$ cat src/verilog/ims_pkg.sv
// shared constants of the two-wire master sequencer
package ims_pkg;
  // ------------------------------------------------------------
  // register offsets
  // ------------------------------------------------------------
  localparam logic [2:0] IMS_OFF_CTRL_A = 3'h0;
  localparam logic [2:0] IMS_OFF_CTRL_B = 3'h1;
  localparam logic [2:0] IMS_OFF_STATUS = 3'h2;
  localparam logic [2:0] IMS_OFF_BUF    = 3'h3;
  localparam logic [2:0] IMS_OFF_RATE   = 3'h4;
  localparam logic [2:0] IMS_OFF_FLAGS  = 3'h5;
  localparam logic [2:0] IMS_OFF_FWLINE = 3'h6;
  // ------------------------------------------------------------
  // field positions
  // ------------------------------------------------------------
  localparam int IMS_A_ENABLE  = 5;
  localparam int IMS_B_START   = 0;
  localparam int IMS_B_RESTART = 1;
  localparam int IMS_B_STOP    = 2;
  localparam int IMS_B_RECV    = 3;
  localparam int IMS_B_ACKSEND = 4;
  localparam int IMS_B_ACKVAL  = 5;
  localparam int IMS_B_ACK_RECEIVED_STATUS = 6;
  localparam int IMS_S_FULL    = 0;
  localparam int IMS_S_START   = 3;
  localparam int IMS_S_STOP    = 4;
  localparam int IMS_F_EVENT   = 0;
  localparam int IMS_F_BUSCOL  = 1;
  localparam int IMS_F_WRITE_COLLISION    = 2;
  // ------------------------------------------------------------
  // modes and reset values
  // ------------------------------------------------------------
  localparam logic [3:0] IMS_MODE_HW   = 4'h8;
  localparam logic [3:0] IMS_MODE_FW   = 4'hB;
  localparam logic [7:0] IMS_RST_BYTE  = 8'h00;
  localparam logic [7:0] IMS_RST_RATE  = 8'h09;
  localparam logic [3:0] IMS_BITS_BYTE = 4'h8;
  typedef enum logic [3:0] {
    S_IDLE, S_SA, S_SB, S_RA, S_RB, S_RC, S_TL, S_TH,
    S_RL, S_RH, S_AL, S_AH, S_PA, S_PB, S_PC
  } ims_state_t;
endpackage

$ cat src/verilog/ims_master_seq.sv
// master sequencer of a two-wire open-drain serial port
// Functional notes
// - event flag on start, stop, byte, ack, restart
// - no queueing; early buffer write sets write_collision
// - master masks bus detect; flag on completion
// - seen bits cleared by reset or disable
// - firmware mode only detects start and stop
// - first byte is address plus rw bit
// - eight bit units, ack after each byte
// - counter halts until scl seen high, reloads
// - buffer write while busy ignored, sets write_collision
// - control b low bits locked during start
// - start: wait period, sda low, wait, done
// - start aborted on low lines, collision
// - restart sequence of released and held lines
// - restart sets start seen, flag after timeout
// - restart while busy has no effect
// - restart collision on sda low or scl low
// - transmit: buffer full, bits after scl falls
// - eighth fall clears full, releases sda
// - ninth clock captures slave ack status
// - after ninth clock flag, scl held low
// - lines driven low only, open drain
// - stop sequence sets stop seen, then flag
// - sda low on sent one is collision
// - receive eight bits, load buffer, flag
//
// Implementation choices: the strobed register port and the register addresses.
`timescale 1ns/100ps
module ims_master_seq
  import ims_pkg::*;
(
  // clock, reset, enable
  input  wire logic       clk_in,
  input  wire logic       rstn_in,
  input  wire logic       ce_in,
  // register port
  input  wire logic [2:0] addr_in,
  input  wire logic [7:0] wdata_in,
  input  wire logic       wr_in,
  input  wire logic       rd_in,
  output logic      [7:0] rdata_out,
  // bus lines
  input  wire logic       scl_in,
  input  wire logic       sda_in,
  output logic            scl_out,
  output logic            scl_oe_out,
  output logic            sda_out,
  output logic            sda_oe_out
);
  // ------------------------------------------------------------
  // state
  // ------------------------------------------------------------
  ims_state_t  state;
  logic [7:0]  ctrl_a, ctrl_b, buffer, rate, shreg, cnt;
  logic [1:0]  fw_lines;
  logic [3:0]  bitcnt;
  logic [4:0]  p_clr;
  logic        buffer_full, start_seen, stop_seen, ack_stat;
  logic        port_event_flag, collision_flag, write_collision;
  logic        scl_m, scl_s, sda_m, sda_s, sda_d, wait_hi, tx_go;
  logic        p_evt, p_bcl, p_bfclr, p_rxload, p_sseen, p_pseen;
  logic        hw_mode, fw_mode, tick, rise, coll, busy, buf_wr, fw_edge;

  assign hw_mode = ctrl_a[IMS_A_ENABLE] && ctrl_a[3:0] == IMS_MODE_HW;
  assign fw_mode = ctrl_a[IMS_A_ENABLE] && ctrl_a[3:0] == IMS_MODE_FW;
  // period ends when count hits zero
  assign tick    = !wait_hi && cnt == 8'h00;
  assign rise    = wait_hi && scl_s;
  assign busy    = state != S_IDLE || tx_go || (|ctrl_b[4:0]);
  assign buf_wr  = wr_in && addr_in == IMS_OFF_BUF;
  // bus start or stop seen in firmware mode
  assign fw_edge = fw_mode && scl_s && (sda_d != sda_s);

  always_comb begin
    coll = 1'b0;
    case (state)
      S_IDLE: coll = ctrl_b[IMS_B_START] && p_clr == 5'h00
                     && !scl_s && !sda_s;
      S_SA:   coll = !scl_s || (tick && !sda_s);
      S_RA:   coll = tick && !sda_s;
      S_RB:   coll = (rise && !sda_s) || (!wait_hi && (!scl_s || !sda_s));
      S_TH:   coll = !wait_hi && !sda_oe_out && !sda_s
                     && bitcnt != IMS_BITS_BYTE;
      default: coll = 1'b0;
    endcase
  end

  // ------------------------------------------------------------
  // line synchronisers
  // ------------------------------------------------------------
  always_ff @(posedge clk_in or negedge rstn_in) begin
    if (!rstn_in) begin
      scl_m <= 1'b1;
      scl_s <= 1'b1;
      sda_m <= 1'b1;
      sda_s <= 1'b1;
      sda_d <= 1'b1;
    end else if (ce_in) begin
      scl_m <= scl_in;
      scl_s <= scl_m;
      sda_m <= sda_in;
      sda_s <= sda_m;
      sda_d <= sda_s;
    end
  end

  // ------------------------------------------------------------
  // register writes and flags
  // ------------------------------------------------------------
  always_ff @(posedge clk_in or negedge rstn_in) begin
    if (!rstn_in) begin
      ctrl_a          <= IMS_RST_BYTE;
      ctrl_b          <= IMS_RST_BYTE;
      buffer          <= IMS_RST_BYTE;
      rate            <= IMS_RST_RATE;
      fw_lines        <= 2'h0;
      buffer_full     <= 1'b0;
      port_event_flag <= 1'b0;
      collision_flag  <= 1'b0;
      write_collision <= 1'b0;
      tx_go           <= 1'b0;
    end else if (ce_in) begin
      tx_go <= 1'b0;
      if (wr_in && addr_in == IMS_OFF_CTRL_A) begin
        ctrl_a <= wdata_in;
      end
      if (wr_in && addr_in == IMS_OFF_RATE) begin
        rate <= wdata_in;
      end
      if (wr_in && addr_in == IMS_OFF_FWLINE) begin
        fw_lines <= wdata_in[1:0];
      end
      ctrl_b[4:0] <= ctrl_b[4:0] & ~p_clr;
      if (wr_in && addr_in == IMS_OFF_CTRL_B) begin
        ctrl_b[IMS_B_ACKVAL] <= wdata_in[IMS_B_ACKVAL];
        if (!busy && hw_mode) begin
          ctrl_b[4:0] <= wdata_in[4:0];
        end
      end
      // no queueing behind a busy sequencer
      if (buf_wr && (busy || !hw_mode)) begin
        write_collision <= 1'b1;
      end else if (buf_wr) begin
        buffer <= wdata_in;
        tx_go  <= 1'b1;
      end else if (wr_in && addr_in == IMS_OFF_FLAGS
                   && wdata_in[IMS_F_WRITE_COLLISION]) begin
        write_collision <= 1'b0;
      end
      if (p_rxload) begin
        buffer <= shreg;
      end
      // full on load, cleared by read, eighth fall or collision
      if ((buf_wr && !busy && hw_mode) || p_rxload) begin
        buffer_full <= 1'b1;
      end else if (p_bfclr || p_bcl
                   || (rd_in && addr_in == IMS_OFF_BUF)) begin
        buffer_full <= 1'b0;
      end
      // set wins over a same-cycle clear
      port_event_flag <= p_evt || fw_edge || (port_event_flag
        && !(wr_in && addr_in == IMS_OFF_FLAGS && wdata_in[IMS_F_EVENT]));
      collision_flag  <= p_bcl || (collision_flag
        && !(wr_in && addr_in == IMS_OFF_FLAGS && wdata_in[IMS_F_BUSCOL]));
    end
  end

  // ------------------------------------------------------------
  // start and stop seen
  // ------------------------------------------------------------
  always_ff @(posedge clk_in or negedge rstn_in) begin
    if (!rstn_in) begin
      start_seen <= 1'b0;
      stop_seen  <= 1'b0;
    end else if (ce_in) begin
      // cleared while the port is disabled
      if (!ctrl_a[IMS_A_ENABLE]) begin
        start_seen <= 1'b0;
        stop_seen  <= 1'b0;
      // bus detection only in firmware mode
      end else if (p_sseen
                   || (fw_mode && scl_s && sda_d && !sda_s)) begin
        start_seen <= 1'b1;
        stop_seen  <= 1'b0;
      end else if (p_pseen
                   || (fw_mode && scl_s && !sda_d && sda_s)) begin
        start_seen <= 1'b0;
        stop_seen  <= 1'b1;
      end
    end
  end

  // ------------------------------------------------------------
  // sequencer, bit period counter, line drive
  // ------------------------------------------------------------
  always_ff @(posedge clk_in or negedge rstn_in) begin
    if (!rstn_in) begin
      state      <= S_IDLE;
      cnt        <= IMS_RST_BYTE;
      shreg      <= IMS_RST_BYTE;
      bitcnt     <= 4'h0;
      wait_hi    <= 1'b0;
      ack_stat   <= 1'b0;
      scl_oe_out <= 1'b0;
      sda_oe_out <= 1'b0;
      p_evt      <= 1'b0;
      p_bcl      <= 1'b0;
      p_bfclr    <= 1'b0;
      p_rxload   <= 1'b0;
      p_sseen    <= 1'b0;
      p_pseen    <= 1'b0;
      p_clr      <= 5'h00;
    end else if (ce_in) begin
      p_evt    <= 1'b0;
      p_bcl    <= 1'b0;
      p_bfclr  <= 1'b0;
      p_rxload <= 1'b0;
      p_sseen  <= 1'b0;
      p_pseen  <= 1'b0;
      p_clr    <= 5'h00;
      // counter frozen while waiting for scl high
      if (!wait_hi && cnt != 8'h00) begin
        cnt <= cnt - 8'h01;
      end
      if (rise) begin
        wait_hi <= 1'b0;
        cnt     <= rate;
      end
      if (!hw_mode) begin
        state      <= S_IDLE;
        wait_hi    <= 1'b0;
        scl_oe_out <= fw_mode && fw_lines[0];
        sda_oe_out <= fw_mode && fw_lines[1];
      end else if (coll) begin
        state      <= S_IDLE;
        wait_hi    <= 1'b0;
        scl_oe_out <= 1'b0;
        sda_oe_out <= 1'b0;
        p_bcl      <= 1'b1;
        p_clr      <= 5'h1F;
      end else begin
        case (state)
          S_IDLE: begin
            cnt <= rate;
            if (p_clr != 5'h00) begin
              state <= S_IDLE;
            end else if (ctrl_b[IMS_B_START]) begin
              if (scl_s && sda_s) begin
                state <= S_SA;
              end
            end else if (ctrl_b[IMS_B_RESTART]) begin
              scl_oe_out <= 1'b1;
              state      <= S_RA;
            end else if (ctrl_b[IMS_B_STOP]) begin
              scl_oe_out <= 1'b1;
              state      <= S_PA;
            end else if (ctrl_b[IMS_B_RECV]) begin
              scl_oe_out <= 1'b1;
              bitcnt     <= 4'h0;
              state      <= S_RL;
            end else if (ctrl_b[IMS_B_ACKSEND]) begin
              scl_oe_out <= 1'b1;
              state      <= S_AL;
            end else if (tx_go) begin
              // address and rw bit leave msb first
              shreg      <= buffer;
              bitcnt     <= 4'h0;
              scl_oe_out <= 1'b1;
              state      <= S_TL;
            end
          end
          S_SA: if (tick) begin
            // pull sda low with scl high
            sda_oe_out <= 1'b1;
            p_sseen    <= 1'b1;
            cnt        <= rate;
            state      <= S_SB;
          end
          S_SB: if (tick) begin
            // flag raised as the request clears
            p_evt <= 1'b1;
            p_clr <= 5'h01;
            state <= S_IDLE;
          end
          S_RA: begin
            // release sda only once scl is low
            if (!scl_s) begin
              sda_oe_out <= 1'b0;
            end
            if (tick) begin
              scl_oe_out <= 1'b0;
              wait_hi    <= 1'b1;
              state      <= S_RB;
            end
          end
          S_RB: if (tick) begin
            // start seen now, flag after timeout
            sda_oe_out <= 1'b1;
            p_sseen    <= 1'b1;
            cnt        <= rate;
            state      <= S_RC;
          end
          S_RC: if (tick) begin
            scl_oe_out <= 1'b1;
            p_evt      <= 1'b1;
            p_clr      <= 5'h02;
            state      <= S_IDLE;
          end
          S_TL: begin
            // sda released for the ninth bit
            if (!scl_s) begin
              sda_oe_out <= bitcnt != IMS_BITS_BYTE && !shreg[7];
            end
            if (tick) begin
              scl_oe_out <= 1'b0;
              wait_hi    <= 1'b1;
              state      <= S_TH;
            end
          end
          S_TH: begin
            // slave ack taken as scl rises
            if (rise && bitcnt == IMS_BITS_BYTE) begin
              ack_stat <= sda_s;
            end
            if (tick) begin
              scl_oe_out <= 1'b1;
              cnt        <= rate;
              if (bitcnt == IMS_BITS_BYTE) begin
                p_evt <= 1'b1;
                state <= S_IDLE;
              end else begin
                shreg  <= {shreg[6:0], 1'b0};
                bitcnt <= bitcnt + 4'h1;
                p_bfclr <= bitcnt == 4'h7;
                state  <= S_TL;
              end
            end
          end
          S_RL: begin
            sda_oe_out <= 1'b0;
            if (tick) begin
              scl_oe_out <= 1'b0;
              wait_hi    <= 1'b1;
              state      <= S_RH;
            end
          end
          S_RH: begin
            if (rise) begin
              shreg <= {shreg[6:0], sda_s};
            end
            if (tick) begin
              scl_oe_out <= 1'b1;
              cnt        <= rate;
              bitcnt     <= bitcnt + 4'h1;
              if (bitcnt == 4'h7) begin
                p_rxload <= 1'b1;
                p_evt    <= 1'b1;
                p_clr    <= 5'h08;
                state    <= S_IDLE;
              end else begin
                state <= S_RL;
              end
            end
          end
          S_AL: begin
            if (!scl_s) begin
              sda_oe_out <= !ctrl_b[IMS_B_ACKVAL];
            end
            if (tick) begin
              scl_oe_out <= 1'b0;
              wait_hi    <= 1'b1;
              state      <= S_AH;
            end
          end
          S_AH: if (tick) begin
            scl_oe_out <= 1'b1;
            p_evt      <= 1'b1;
            p_clr      <= 5'h10;
            state      <= S_IDLE;
          end
          S_PA: begin
            // sda low first, then scl released
            if (!scl_s) begin
              sda_oe_out <= 1'b1;
            end
            if (tick) begin
              scl_oe_out <= 1'b0;
              wait_hi    <= 1'b1;
              state      <= S_PB;
            end
          end
          S_PB: if (tick) begin
            sda_oe_out <= 1'b0;
            cnt        <= rate;
            state      <= S_PC;
          end
          S_PC: begin
            // stop seen with both lines high
            p_pseen <= scl_s && sda_s && !stop_seen;
            if (tick) begin
              p_evt <= 1'b1;
              p_clr <= 5'h04;
              state <= S_IDLE;
            end
          end
          default: state <= S_IDLE;
        endcase
      end
    end
  end

  // ------------------------------------------------------------
  // read data, lines held at low level
  // ------------------------------------------------------------
  always_ff @(posedge clk_in or negedge rstn_in) begin
    if (!rstn_in) begin
      rdata_out <= IMS_RST_BYTE;
      scl_out   <= 1'b0;
      sda_out   <= 1'b0;
    end else if (ce_in) begin
      scl_out   <= 1'b0;
      sda_out   <= 1'b0;
      rdata_out <= IMS_RST_BYTE;
      if (rd_in) begin
        case (addr_in)
          IMS_OFF_CTRL_A: rdata_out <= ctrl_a;
          IMS_OFF_CTRL_B: rdata_out <= {1'b0, ack_stat, ctrl_b[5:0]};
          IMS_OFF_STATUS: rdata_out <= {3'h0, stop_seen, start_seen,
                                        2'h0, buffer_full};
          IMS_OFF_BUF:    rdata_out <= buffer;
          IMS_OFF_RATE:   rdata_out <= rate;
          IMS_OFF_FLAGS:  rdata_out <= {5'h00, write_collision,
                                        collision_flag, port_event_flag};
          IMS_OFF_FWLINE: rdata_out <= {6'h00, fw_lines};
          default:        rdata_out <= IMS_RST_BYTE;
        endcase
      end
    end
  end
endmodule // ims_master_seq

$ cat config.mk
export PLATFORM = sky130hd
export DESIGN_NAME = ims_master_seq
export DESIGN_NICKNAME = d
export VERILOG_FILES = /design/src/verilog/ims_pkg.sv /design/src/verilog/ims_master_seq.sv
export SDC_FILE = /design/constraint.sdc
export NUM_CORES = 1
export LEC_CHECK = 0
export BUFFER_PORTS_ARGS = -buffer_cell sky130_fd_sc_hd__buf_2
export CORE_ASPECT_RATIO = 0.75
export CORE_MARGIN = 5
export CORE_UTILIZATION = 56
export DETAILED_ROUTE_END_ITERATION = 12
export GPL_TIMING_DRIVEN = 0
export PLACE_DENSITY = 0.75
export SLEW_MARGIN = 25
export SYNTH_ARGS = -nofsm -noshare
export SYNTH_HDL_FRONTEND = slang
export SYNTH_SLANG_ARGS = --single-unit
$ cat constraint.sdc
create_clock -name clk_in -period 2.3 [get_ports clk_in]
set_input_delay 0.46 -clock clk_in [delete_from_list [all_inputs] [get_ports clk_in]]
set_output_delay 0.46 -clock clk_in [all_outputs]
set_load 0.01 [all_outputs]
# Yosys cells after proc, flatten, opt, wreduce, memory -nomap -nowiden

Index checks and enable logic that the tools add are counted.
Widths: inputs -> output; s select.

Register bits: 91
Input bits: 18
Output and inout bits: 12
Word-level logic and storage cells: 335

$add $sub $neg: 2
Eq/ne operators: 67
Multiplexer cells: 130
Bitwise gates (word level): 3
Reduce and logical (&&, ||, !) cells: 99

Operators with widths:

| operator             | number |
|---|---|
| $mux 8               | 19 |
| $mux 4               | 34 |
| $ne 4x4->1 const B   | 17 |
| $mux 1               | 59 |
| $pmux 8 s7           | 1 |
| $pmux 4 s12          | 1 |
| $logic_and 1x1->1    | 42 |
| $eq 4x4->1 const B   | 10 |
| $reduce_and 14->1    | 2 |
| $mux 5               | 5 |
| $pmux 5 s5           | 1 |
| $ne 2x2->1 const B   | 12 |
| $pmux 8 s3           | 1 |
| $eq 4x3->1 const B   | 5 |
| $ne 4x2->1 const B   | 4 |
| $pmux 8 s2           | 1 |
| $reduce_or 5->1      | 3 |
| $logic_or 1x1->1     | 14 |
| $reduce_and 13->1    | 1 |
| $logic_not 1->1      | 12 |
| $pmux 4 s3           | 1 |
| $reduce_and 2->1     | 6 |
| $ne 10x10->1 const B | 1 |
| $eq 3x3->1 const B   | 3 |
| 37 further kinds     | 46 |

# Logic depth before layout (Yosys ltp)

Depth after elaboration: 10
Gate-level depth with buffers: 9
Depth with buffers taken out: 8

# Least setup slack after synthesis

Ideal clock, no wire load.

Path type: reg-to-reg
Start: register cnt[0]
End: register shreg[0]
Setup time: 0.125 ns
Data arrival time: 2.343 ns
Required time: 2.175 ns
Slack: -0.168 ns
Cell stages (with the launch flop): 10
Buffers on the path: 1
Cells stage by stage: dfrtp_1 inv_1 ha_1 or3b_2 nor2_2 a41oi_2 o2111ai_2 a2111o_1 buf_6 mux2_4

Cells in the longest elaborated chain, start to end: 7
Elaborated cells on any way between the ends: 8

Ends and longest elaborated chain:

| element                                | line                                       | source |
|---|---|---|
| from (decl)                            | ims_master_seq.sv:55                       | `logic [7:0] ctrl_a, ctrl_b, buffer, rate, shreg, cnt;` |
| from (signal assigned)                 | ims_master_seq.sv:224                      | `cnt <= cnt - 8'h01;` |
| from (signal assigned)                 | ims_master_seq.sv:228                      | `cnt <= rate;` |
| from (signal assigned)                 | ims_master_seq.sv:245                      | `cnt <= rate;` |
| $logic_not 8->1 (*)                    | ims_master_seq.sv:68                       | `assign tick = !wait_hi && cnt == 8'h00;` |
| $logic_and 1x1->1 (*)                  | ims_master_seq.sv:68                       |  |
| $logic_and 1x1->1                      | ims_master_seq.sv:80, ims_master_seq.sv:81 |  |
| $logic_or 1x1->1                       | ims_master_seq.sv:80                       | `S_SA: coll = !scl_s \|\| (tick && !sda_s);` |
| $pmux 1 s5                             | ims_master_seq.sv:77                       | `case (state)` |
| $not 1->1 (no source line)             | --                                         |  |
| $reduce_and 14->1 (no source line) (*) | --                                         |  |
| to (signal assigned)                   | ims_master_seq.sv:267                      | `shreg <= buffer;` |
| to (signal assigned)                   | ims_master_seq.sv:333                      | `shreg <= {shreg[6:0], 1'b0};` |
| to (signal assigned)                   | ims_master_seq.sv:350                      | `shreg <= {shreg[6:0], sda_s};` |
| to (decl)                              | ims_master_seq.sv:55                       |  |

Mark *: on every way between the ends. The rest lies on a longest branch, timed or not.
A chain may end at the register's enable or synchronous reset.

# Worst setup path in the final report

Start: register state[3]
End: register shreg[7]

Cells in the longest elaborated chain, start to end: 4
Elaborated cells on any way between the ends: 21

Ends and longest elaborated chain:

| element                            | line                                        | source |
|---|---|---|
| from (decl)                        | ims_master_seq.sv:54                        | `ims_state_t state;` |
| from (signal assigned)             | ims_master_seq.sv:199                       | `state <= S_IDLE;` |
| from (signal assigned)             | ims_master_seq.sv:231                       | `state <= S_IDLE;` |
| from (signal assigned)             | ims_master_seq.sv:236                       | `state <= S_IDLE;` |
| $eq 4x3->1 (tied with other cells) | ims_master_seq.sv:77, ims_master_seq.sv:243 |  |
| $pmux 1 s5                         | ims_master_seq.sv:77                        |  |
| $not 1->1 (no source line)         | --                                          |  |
| $reduce_and 14->1 (no source line) | --                                          |  |

Several ways; a longest one is shown, not always the timed one.

==> key figures <==
Run status
  • Status: finished, violations left
  • Failing checks: setup timing

Power
  • NetSw: approximately 0.0016 W
  • Logic gate share of total power: 25.2%
  • Pwr dens: between 700 and 800 nW/um^2
  • Sw Ratio: between 30% and 40%
  • Lkg Pwr: 2.98 nW
  • Register share of total power: around 41%
  • Clock power share: about a third
  • Internal power: approximately 0.0034 W
  • Peak VDD IR: 0.348 mV

Synthesis
  • Synthesized flop and latch total: slightly above 90
  • Post-Syn Instances: between 500 and 600
  • Distinct cell type count after synthesis: 79
  • Post-synth EDFFs: 0
  • Syn Area/Cell: 9.74 sq um
  • Synth Flop Type: dfrtp_1
  • Post-synthesis async set-or-reset flop share: between 90% and 100%
  • Yosys warns: 0
  • Cell Area, Synth: between 5000 and 6000 sq um
  • Seq/Total Area, Yosys: between 40 and 50%

Cells and area
  • Share of layout cells above drive strength 1: about a third
  • Layout Cells excl Fill: roughly 790
  • Layout Nets: 678
  • Most common cell after layout, fill and taps aside: dfrtp_1
  • Post-Layout Inst Area: around 6900 sq um
  • Area grow syn2layout: 23.2%
  • Commonest cells after routing, fill and taps aside: 82 x dfrtp_1, 55 x mux2_2, 53 x nand2_1, 43 x buf_4, 39 x nor2_1
  • Ant diodes: 0

STA
  • Finish-stage setup viols: 25
  • Final hold violations: 0
  • Slew HR: between 40 and 50%
  • Slew Viols, Final: 0
  • Worst-Margin Slew: just under 0.8 ns
  • Slack of the critical path: -0.183 ns
  • Skew final: between 0.006 and 0.007 ns
  • Peak Freq: about 400 MHz
  • Fin crit period: 2.48 ns
  • Crit share post-route: 108%
  • Unrepaired setup endpoints after global routing: true

Clocking
  • Worst-case clock buffer depth: 2
  • Clock latency on the worst-skew pair: 0.35 ns
  • Worst-path clk slew: roughly 0.07 ns
  • Clk sink count: 91
  • Inserted Clock Buffers: 9
  • Max H-tree Level: 3
  • CTS tree: yes
  • Root Driver: clkbuf_16

Global route
  • Vias in the first global route: approximately 5000
  • First-pass GRT wire length: approximately 28 mm
  • Total GRT Usage: 28.8%
  • Grt ovf: 0
  • Largest net degree at the start of global routing: between 40 and 50
  • Antenna violations before repair: 0

Detailed routing
  • Drt pass-1 iters: 7
  • Routed WL: 18.0 mm
  • Avg Vias per Cell: roughly 6.7
  • Post-route ant nets: 0
  • Via count: approximately 5300
  • Iter 0 DRT Violations: between 700 and 800
  • Remaining DRCs: 0
  • WL per Instance: 22.7 um

Min path
  • Min-delay worst type: input port to asynchronous set/reset pin

Setup path
  • WP data required: 2.53 ns
  • Slowest cell delay on critical path: 0.57 ns
  • WS Path Type: flop to flop
  • CP endpoint kind: flop
  • R2R setup slack: -0.18 ns
  • Critical Path Fanout Max: 8
  • Crit path DAT: between 2 and 3 ns
  • Critical path launch point type: flop
  • CP delay by family, top: simple AND/OR/NAND/NOR gates
  • CP Buf/Inv Count: 3
  • CP Cell Sequence: or4_4 > buf_12 > nor4_4 > buf_4 > a31oi_4 > o2111ai_4 > a2111o_1 > buf_6 > mux2_4
  • Critical-path top delay cell: or4_4

Place
  • # port buffers: 25
  • Hpwl dp: between 10 and 15 mm
  • RePlAce Congestion: 0.973
  • DP Area: 5950 sq um
  • Placed Cells: roughly 740

Floorplanning
  • Die height: 96.7 um
  • Die Wd: approximately 130 um
  • Core ar.: approximately 9700 sq um
  • Starting Density: approximately 58%
  • Die area: 12100 sq um
  • I/O pin total: 30
  • Row count: 31

Flow run
  • Max-cap violations: 0
==> cell type report <==
cell class / count / area [sq um]
sequential: 91 / 2290
timing repair buffer: 71 / 520
tap: 132 / 165
buffer: 31 / 154
fill: 722 / 2820
clock buffer: 11 / 243
clock inverter: 5 / 82.6
inverter: 23 / 86.3
multi-input combinational: 429 / 3370
==> worst register-to-register path, cell delays in order, from the launching register on <==
cell and delay (ns):
dfrtp_2 0.42, or4_4 0.57, buf_12 0.15, nor4_4 0.28, buf_4 0.19, a31oi_4 0.04, o2111ai_4 0.10, a2111o_1 0.14
buf_6 0.16, mux2_4 0.31
==> synth_stat cells, types with 5 or more instances <==
| cell type | instances | area [sq um] |
|---|---|---|
| dfrtp_1 | 84 | 2100 |
| nand2_1 | 58 | 218 |
| mux2_2 | 55 | 619 |
| nor2_1 | 42 | 158 |
| a21oi_1 | 24 | 120 |
| o21ai_0 | 24 | 120 |
| inv_1 | 22 | 82.6 |
| nand3_1 | 21 | 105 |
| clkbuf_1 | 20 | 75.1 |
| o211ai_1 | 13 | 97.6 |
| o2bb2ai_1 | 12 | 105 |
| nor3_1 | 11 | 55.1 |
| mux2i_1 | 9 | 90.1 |
| nand4_1 | 9 | 56.3 |
| buf_1 | 8 | 30.0 |
| mux2_4 | 8 | 120 |
| a22o_1 | 7 | 61.3 |
| dfstp_2 | 7 | 184 |
| o22ai_1 | 7 | 43.8 |
| or3_1 | 7 | 43.8 |
| a31oi_1 | 6 | 37.5 |
| nand2b_1 | 6 | 37.5 |
| nor4_1 | 6 | 37.5 |
| o221ai_1 | 6 | 52.6 |
| nor2b_1 | 5 | 31.3 |
==> power by group through the flow <==
stage | logic (W) | clock network [W] | registers [W]
floorplan | 0.000761 | 0 | 0.00199
global placement | 0.000974 | 0 | 0.00206
detailed placement | 0.00101 | 0 | 0.00207
CTS | 0.00113 | 0.00166 | 0.00204
global route | 0.00135 | 0.00174 | 0.00207
finish | 0.00125 | 0.00166 | 0.00205
==> layer usage <==
metal  share of wire (%)  global-route usage, %  vias up
met3                  10                   7.32       54
met2                  43                   41.2      307
li1                    -                      -     2327
met5                   0                      0        -
met1                  43                   41.9     2603
met4                 3.4                   11.2        0
==> registers in the layout, summed over array words and instances, names as in the netlist, 5 cells and up <==
signal     cells
buffer         8
cnt            8
ctrl_a         8
rate           8
rdata_out      8
shreg          8
ctrl_b         6
p_clr          5
==> metrics by stage <==
step,util (%),TNS (ns),total power [W],hold slack [ns],setup slack [ns]
2_1_floorplan,-,-0.699,0.00275,0.164,-0.0874
6_report,71.0,-2.34,0.00496,0.0347,-0.183
4_1_cts,68.8,-2.33,0.00483,0.0453,-0.185
3_3_place_gp,60.8,-20.55,0.00303,0.465,-0.426
3_5_place_dp,61.2,-12.89,0.00308,0.417,-0.434
5_1_grt,71.0,-4.17,0.00516,0.0630,-0.241
==> final timing paths <==
check,start,endpoint,cells past startpoint
min in group clk_in,scl_in,scl_m,2
min reg2reg,rdata_out[1],rdata_out[1],1
max reg2reg,state[3],shreg[7],9
max in group asynchronous,rstn_in,rate[3],2
max,state[3],shreg[7],9
min,rstn_in,bitcnt[2],1
==> cell families after synthesis <==
group,share of synthesized area [%]
AOI/OAI and AO/OA,19.7
buffers and inverters,4.15
and+or+nand+nor,17.4
other,0.0669
adders and majority gates,0.892
muxes,16.0
DFF,40.8
xor gates and xnor gates,1.09
==> what timing repair did <==
action                     4_1_cts  5_1_grt
pin swaps                       25       18
hold buffers                     0        0
hold endpoints to repair         0        0
gates cloned                     1        0
buffers inserted                27       18
resized for setup               50       28
setup endpoints to repair       46       41
No activity file was read; power rests on OpenSTA's default activity.
